File: src/ldol_consts.svh
/*
 Thresholds, rate limits and field positions for the LED dimming output logic.
 Assumes inclusion by bare name from the package and design files.
*/
`ifndef LDOL_CONSTS_SVH
`define LDOL_CONSTS_SVH
// Analog thresholds as unsigned millivolt codes
`define LDOL_RECOVERY_SENSE_MV    16'h0030
`define LDOL_LOAD_DONE_MV         16'h0009
`define LDOL_SS_DONE_MV           16'h0dac
`define LDOL_FOLD_KNEE_MV         16'h0190
// Frequency scale in percent of full rate
`define LDOL_FREQ_FLOOR_PCT       8'h0a
`define LDOL_FREQ_FULL_PCT        8'h64
// Gate bit positions
`define LDOL_GATE_ONE             0
`define LDOL_GATE_TWO             1
`define LDOL_GATE_THREE           2
`endif

File: src/ldol_pkg.sv
/*
 Types shared by the LED dimming output logic.
 Assumes the constants header is on the include path.
*/
package ldol_pkg;
	`include "ldol_consts.svh"
	// Three dimming lanes, bit 0 is lane one
	typedef struct packed {
		logic three;
		logic two;
		logic one;
	} ldol_dim_t;
	// Start-up sequencing states
	typedef enum logic [1:0] {
		LDOL_IDLE,
		LDOL_RECOVER,
		LDOL_RUN
	} ldol_state_t;
endpackage : ldol_pkg

File: src/ldol_freq_scale.sv
/*
 Frequency foldback scaler: percent of full switching rate from feedback.
 Assumes feedback arrives as an unsigned millivolt code on ref_clk.
*/
`timescale 1ns/1ps
`default_nettype none
`include "ldol_consts.svh"
module ldol_freq_scale (
	// Clock and control
	input  wire logic        ref_clk,
	input  wire logic        rst_n,
	input  wire logic        clkEn,
	// Feedback and result
	input  wire logic [15:0] feedbackMv,
	output logic      [7:0]  freqPct
);
	import ldol_pkg::*;
	logic [15:0] clampMv;
	logic [23:0] scaled;
	// Clamp at knee, map 0..knee onto floor..full linearly
	always_comb begin
		clampMv = (feedbackMv > `LDOL_FOLD_KNEE_MV) ? `LDOL_FOLD_KNEE_MV : feedbackMv;
		scaled  = 24'(clampMv) * 24'(`LDOL_FREQ_FULL_PCT - `LDOL_FREQ_FLOOR_PCT);
	end
	always_ff @(posedge ref_clk) begin
		if (!rst_n) begin
			freqPct <= `LDOL_FREQ_FLOOR_PCT;
		end else if (clkEn) begin
			freqPct <= 8'(`LDOL_FREQ_FLOOR_PCT + 8'(scaled / 24'(`LDOL_FOLD_KNEE_MV)));
		end
	end
endmodule : ldol_freq_scale
`default_nettype wire

File: src/ldol_top.sv
/*
 LED dimming output logic: gate decode, switch enable, start-up recovery,
 soft-start control, sync selection and frequency foldback.
 Assumes all inputs are synchronous digital levels on ref_clk; analog
 quantities arrive as unsigned millivolt codes from converters outside.
*/
`timescale 1ns/1ps
`default_nettype none
`include "ldol_consts.svh"
// Overview of operation
// - All dimming inputs low stops switching and pulls all gates low.
// - First rising input after start or fault starts switching, soft-start, gates high.
// - During recovery ignore inputs and regulate sense at 48mV, eighty percent.
// - Recovery ends at load sense 9mV or soft-start 3.5V, first wins.
// - Gate three wins, then gate two, else gate one follows input one.
// - Sync unused means tied low; rate then comes from resistor only.
// - Synced switch edges follow sync edges after a fixed delay.
// - Rate scales linearly to ten percent floor as feedback drops below 400mV.
// - Any fault discharges soft-start fully; recharge allowed once cleared.
module ldol_top #(
	parameter int SYNC_DELAY = 2
) (
	// Clock and control
	input  wire logic                ref_clk,
	input  wire logic                rst_n,
	input  wire logic                clkEn,
	// Dimming inputs and fault
	input  wire ldol_pkg::ldol_dim_t dimIn,
	input  wire logic                faultIn,
	// Analog codes in millivolts
	input  wire logic [15:0]         loadSenseMv,
	input  wire logic [15:0]         softStartMv,
	input  wire logic [15:0]         feedbackNodeMv,
	// Synchronisation
	input  wire logic                syncIn,
	input  wire logic                oscTick,
	// Outputs
	output ldol_pkg::ldol_dim_t      dimGate,
	output logic                     switchEn,
	output logic                     softStartRelease,
	output logic                     recoveryActive,
	output logic [15:0]              senseLimitMv,
	output logic                     switchEdge,
	output logic [7:0]               freqPct
);
	import ldol_pkg::*;

	// ------------------------------------------------------------
	// Input synchronisers
	// ------------------------------------------------------------
	ldol_dim_t   dimMeta_q;
	ldol_dim_t   dimSync_q;
	ldol_dim_t   dimPrev_q;
	logic        anyRise;
	logic        allLow;

	always_ff @(posedge ref_clk) begin
		if (!rst_n) begin
			dimMeta_q <= '0;
			dimSync_q <= '0;
			dimPrev_q <= '0;
		end else if (clkEn) begin
			dimMeta_q <= dimIn;
			dimSync_q <= dimMeta_q;
			dimPrev_q <= dimSync_q;
		end
	end

	// Edge and idle detect on synchronised levels
	assign anyRise = |(dimSync_q & ~dimPrev_q);
	assign allLow  = (dimSync_q == '0);

	// ------------------------------------------------------------
	// Gate decode
	// ------------------------------------------------------------
	// Priority decoder shared by run path
	function automatic ldol_dim_t decodeGates(input ldol_dim_t d);
		ldol_dim_t g;
		g = '0;
		if (d.three) begin
			g.three = 1'b1;
		end else if (d.two) begin
			g.two = 1'b1;
		end else begin
			g.one = d.one;
		end
		return g;
	endfunction : decodeGates

	// ------------------------------------------------------------
	// Start-up sequencing
	// ------------------------------------------------------------
	ldol_state_t state_q;
	logic        recoveryDone;

	assign recoveryDone = (loadSenseMv >= `LDOL_LOAD_DONE_MV) ||
	                      (softStartMv >= `LDOL_SS_DONE_MV);

	// Sequencer, fault returns to idle
	always_ff @(posedge ref_clk) begin
		if (!rst_n) begin
			state_q <= LDOL_IDLE;
		end else if (clkEn) begin
			if (faultIn) begin
				state_q <= LDOL_IDLE;
			end else begin
				unique case (state_q)
					LDOL_IDLE: begin
						if (anyRise) state_q <= LDOL_RECOVER;
					end
					LDOL_RECOVER: begin
						if (recoveryDone) state_q <= LDOL_RUN;
					end
					LDOL_RUN: begin
					end
				endcase
			end
		end
	end

	// soft-start held discharged while faulted or idle
	always_ff @(posedge ref_clk) begin
		if (!rst_n) begin
			softStartRelease <= 1'b0;
		end else if (clkEn) begin
			softStartRelease <= !faultIn && (state_q != LDOL_IDLE ||
			                                 anyRise);
		end
	end

	always_ff @(posedge ref_clk) begin
		if (!rst_n) begin
			recoveryActive <= 1'b0;
			senseLimitMv   <= '0;
		end else if (clkEn) begin
			recoveryActive <= !faultIn && (state_q == LDOL_RECOVER) && !recoveryDone;
			senseLimitMv   <= (!faultIn && state_q == LDOL_RECOVER && !recoveryDone) ?
			                  `LDOL_RECOVERY_SENSE_MV : 16'h0000;
		end
	end

	// Gates and switch enable
	always_ff @(posedge ref_clk) begin
		if (!rst_n) begin
			dimGate  <= '0;
			switchEn <= 1'b0;
		end else if (clkEn) begin
			if (faultIn || state_q == LDOL_IDLE) begin
				dimGate  <= (!faultIn && anyRise) ? 3'b111 : 3'b000;
				switchEn <= !faultIn && anyRise;
			end else if (state_q == LDOL_RECOVER && !recoveryDone) begin
				dimGate  <= 3'b111;
				switchEn <= 1'b1;
			end else if (allLow) begin
				dimGate  <= '0;
				switchEn <= 1'b0;
			end else begin
				dimGate  <= decodeGates(dimSync_q);
				switchEn <= 1'b1;
			end
		end
	end

	// ------------------------------------------------------------
	// Synchronisation and switch edge
	// ------------------------------------------------------------
	logic                  syncPrev_q;
	logic [SYNC_DELAY-1:0] edgePipe_q;
	logic                  syncEdge;

	assign syncEdge = syncIn && !syncPrev_q;

	// sync edges delayed by fixed pipeline
	always_ff @(posedge ref_clk) begin
		if (!rst_n) begin
			syncPrev_q <= 1'b0;
			edgePipe_q <= '0;
			switchEdge <= 1'b0;
		end else if (clkEn) begin
			syncPrev_q <= syncIn;
			edgePipe_q <= {edgePipe_q[SYNC_DELAY-2:0], syncEdge};
			switchEdge <= switchEn && (edgePipe_q[SYNC_DELAY-1] || (!syncIn && !syncPrev_q && oscTick));
		end
	end

	// ------------------------------------------------------------
	// Frequency foldback
	// ------------------------------------------------------------
	ldol_freq_scale u_scale (
		.ref_clk    (ref_clk),
		.rst_n      (rst_n),
		.clkEn      (clkEn),
		.feedbackMv (feedbackNodeMv),
		.freqPct    (freqPct)
	);
endmodule : ldol_top
`default_nettype wire

File: config.mk
export PLATFORM = sky130hd
export DESIGN_NAME = ldol_top
export DESIGN_NICKNAME = d
export VERILOG_FILES = /design/src/ldol_pkg.sv /design/src/ldol_freq_scale.sv /design/src/ldol_top.sv
export VERILOG_INCLUDE_DIRS = /design/src /design/src/src
export SDC_FILE = /design/constraint.sdc
export NUM_CORES = 1
export LEC_CHECK = 0
export BUFFER_PORTS_ARGS = -buffer_cell sky130_fd_sc_hd__buf_2
export CAP_MARGIN = 20
export CORE_ASPECT_RATIO = 0.8
export CORE_UTILIZATION = 43
export CTS_CLUSTER_SIZE = 25
export DETAILED_ROUTE_END_ITERATION = 16
export MAX_ROUTING_LAYER = met4
export PLACE_DENSITY = 0.67
export SLEW_MARGIN = 40
export SYNTH_ARGS = -nofsm -noshare
export SYNTH_HDL_FRONTEND = slang
export SYNTH_HIERARCHICAL = 1
export SYNTH_SLANG_ARGS = --single-unit
File: constraint.sdc
create_clock -name ref_clk -period 14.4 [get_ports ref_clk]
set_input_delay 3.6 -clock ref_clk [delete_from_list [all_inputs] [get_ports ref_clk]]
set_output_delay 3.6 -clock ref_clk [all_outputs]
set_load 0.01 [all_outputs]
==> metrics.txt <==
outcome=complete, no violations; vias in the first global route=~6300; Clock Path Buffers=2; Routed met2 length=approximately 7700 um; Vert. Die Dim=117 um; Worst-Skew Late Latency=~0.27 ns; Vias=7187; routed wire length per instance=~15 um; Max Used Layer=met4; Post-synth EDFFs=0; Root Buffer=clkbuf_16; asr flop ratio synth=0%; first-pass GRT wire length=~30000 um; Worst Skew=0.00846 ns; WL met1=a little over 9000 um; Slowest-stage cell, CP=fa_1; die width=approximately 150 um; Max Fanout on Critical Path=7; RR Startpoint=state_q[1]; Distinct cells, synth=105; Ports=between 80 and 90; Residual DRC=0; Final Hold Viols=0; max incr delay on CP=roughly 0.52 ns; Area contributors post-synth=dfxtp_1 (8.2%), ha_1 (7.9%), fa_1 (6.5%); # rows=41; total clock sinks=29; FMAX=around 73 MHz; core box area=about 16000 sq um; Initial Util=between 40% and 50%; largest net degree at the start of global routing=43; Final #Nets=~1100; Critical Path RT=14.61 ns; warnings from Yosys=6; routed wire length=about 18000 um; Die Area=between 15000 and 20000 sq um; initial antenna violation count=0; placed insts=1215; endpoint class of the critical path=flip-flop; layout cells sized above 1=approximately a fifth; worst path bufs/invs=4; Worst Hold Class=flip-flop to flip-flop; CTS tree=built; FF+latch area=581 sq um; Critical Path AT=approximately 14 ns; final cell count without fillers=1226; Seq cells post-synth=29; kind of critical path=input pin to flip-flop; most used cell, CP=ha_1; H-Tree Depth=2; DR pass1 iterations=5; CTS Buf Count=5; ant diodes=0; DR WL met3=around 1100 um; Mapped Avg Cell Area=7.78 sq um; post-layout minimum cycle time=approximately 14 ns; max-slew violation count=0; Mapped Area=slightly above 7000 sq um; filler instances=between 1500 and 2000; crit path launch type=input pin; max_cap viols=0; dpl hpwl=14300 um; Clock transition at path regs=roughly 0.050 ns; Synth Instances=about 900; family with the most delay on the worst path=compound AO/OA/AOI/OAI gates; Worst Tran Pin Value=0.955 ns; hold slack=0.457 ns; grt ovf=0; P&R area growth vs syn=15.2%; number of routed nets with antenna violations=0; total global-route track usage=a little over a fifth; hold_sp=edgePipe_q[0]; # setup viols final=0; Synth top area share=roughly 8.2%; Yosys top cell by area=dfxtp_1; gpl congestion=between 0.9 and 1; crit path from=feedbackNodeMv[3]; multi-input logic area=6250 sq um; Vias per Instance=between 5 and 6; Worst slew margin=around 36%; drt initial violations=~600; Main synth FF type=dfxtp_1; register-to-register setup slack=12.91 ns; port bufs=between 70 and 80; Final period util=approximately 95%; Seq/Total Area, Yosys=roughly 8.2%
synthesized netlist by cell type (23+ instances only):
master   number
mux2i_1      23
nand2_1      55
nand3_1      34
inv_1        63
o21ai_0      36
buf_4        24
a21oi_1      50
xnor2_1      34
fa_1         23
ha_1         45
dfxtp_1      29
nor2_1       68
tightest hold or removal path, delay by kind of cell, from the launching register on:
| kind | cells | cell delay (ns) |
|---|---|---|
| DFF | 1 | 0.31 |
| and+or+nand+nor | 1 | 0.05 |
| AOI/OAI and AO/OA | 1 | 0.05 |
per-layer routing:
metal,GRT usage [%],vias to the layer above
met3,2.60,8
met5,-,-
li1,-,3598
met2,31.5,224
met4,1.75,0
met1,31.4,3357
placed cells by master, fill, tap and decap left out, types with 8 or more instances in the layout:
cell type and instances:
nor2_1 68, xor2_1 13, a31oi_1 11, a211o_1 9, nand4_1 15, nor4_1 11
and2_1 17, dfxtp_1 29, nand3_1 34, nor2b_1 14, or2_2 8, a211oi_1 17
buf_2 71, nor3_1 20, nand2_1 54, inv_1 63, conb_1 30, and3_1 8
a21oi_1 48, a21o_1 20, o211ai_1 16, ha_1 45, buf_4 44, o31ai_1 11
fa_1 23, mux2i_1 22, o21ai_1 11, nand2b_1 8, xnor2_2 8, o21ai_0 34
xnor2_1 29
flip-flops by register name, summed over array words and instances (netlist names):
register,cells
dimGate,3
u_scale/freqPct,8
dimMeta_q,3
syncPrev_q,1
switchEn,1
senseLimitMv,1
dimPrev_q,3
dimSync_q,3
softStartRelease,1
state_q,2
edgePipe_q,2
switchEdge,1
through the flow:
stage	utilization [%]	TNS [ns]	setup slack [ns]	cell area [sq um]
2_1_floorplan	-	0	0.471	7190
3_3_place_gp	48.9	0	0.174	7810
3_5_place_dp	49.0	0	0.0742	7820
4_1_cts	49.9	0	0.319	7960
5_1_grt	51.2	-0.0226	-0.0226	8160
6_report	51.2	0	0.749	8160
final cells by class:
cell class	count	share of cell area [%]
Clock buffer	5	1.53
Clock inverter	3	0.215
Inverter	63	2.90
Multi-Input combinational cell	796	76.5
Sequential cell	29	7.11
Tap cell	215	3.30
Timing Repair Buffer	115	8.40
worst paths after layout:
path / end / cells after the start
hold / removal: edgePipe_q[0] / 2
setup reg to reg: state_q[1] / 4
hold reg to reg: edgePipe_q[0] / 2
setup / recovery: u_scale/freqPct[5] / 45
cell families after synthesis:
kind of cell	share of synthesized area (%)
simple gates	23.6
compound gates	33.8
buf+inv	7.77
other cells	0.106
flops	8.20
mux	4.88
xor+xnor	6.73
fa+ha+maj	14.9
what timing repair did:
item	CTS	global route
hold buffers	0	0
setup endpoints to repair	0	8
setup buffers	0	3
resized for setup	0	31
Power is left out: the tool's default activity adds up to more than one toggle a clock period on the data nets, which glitch-free logic cannot reach.
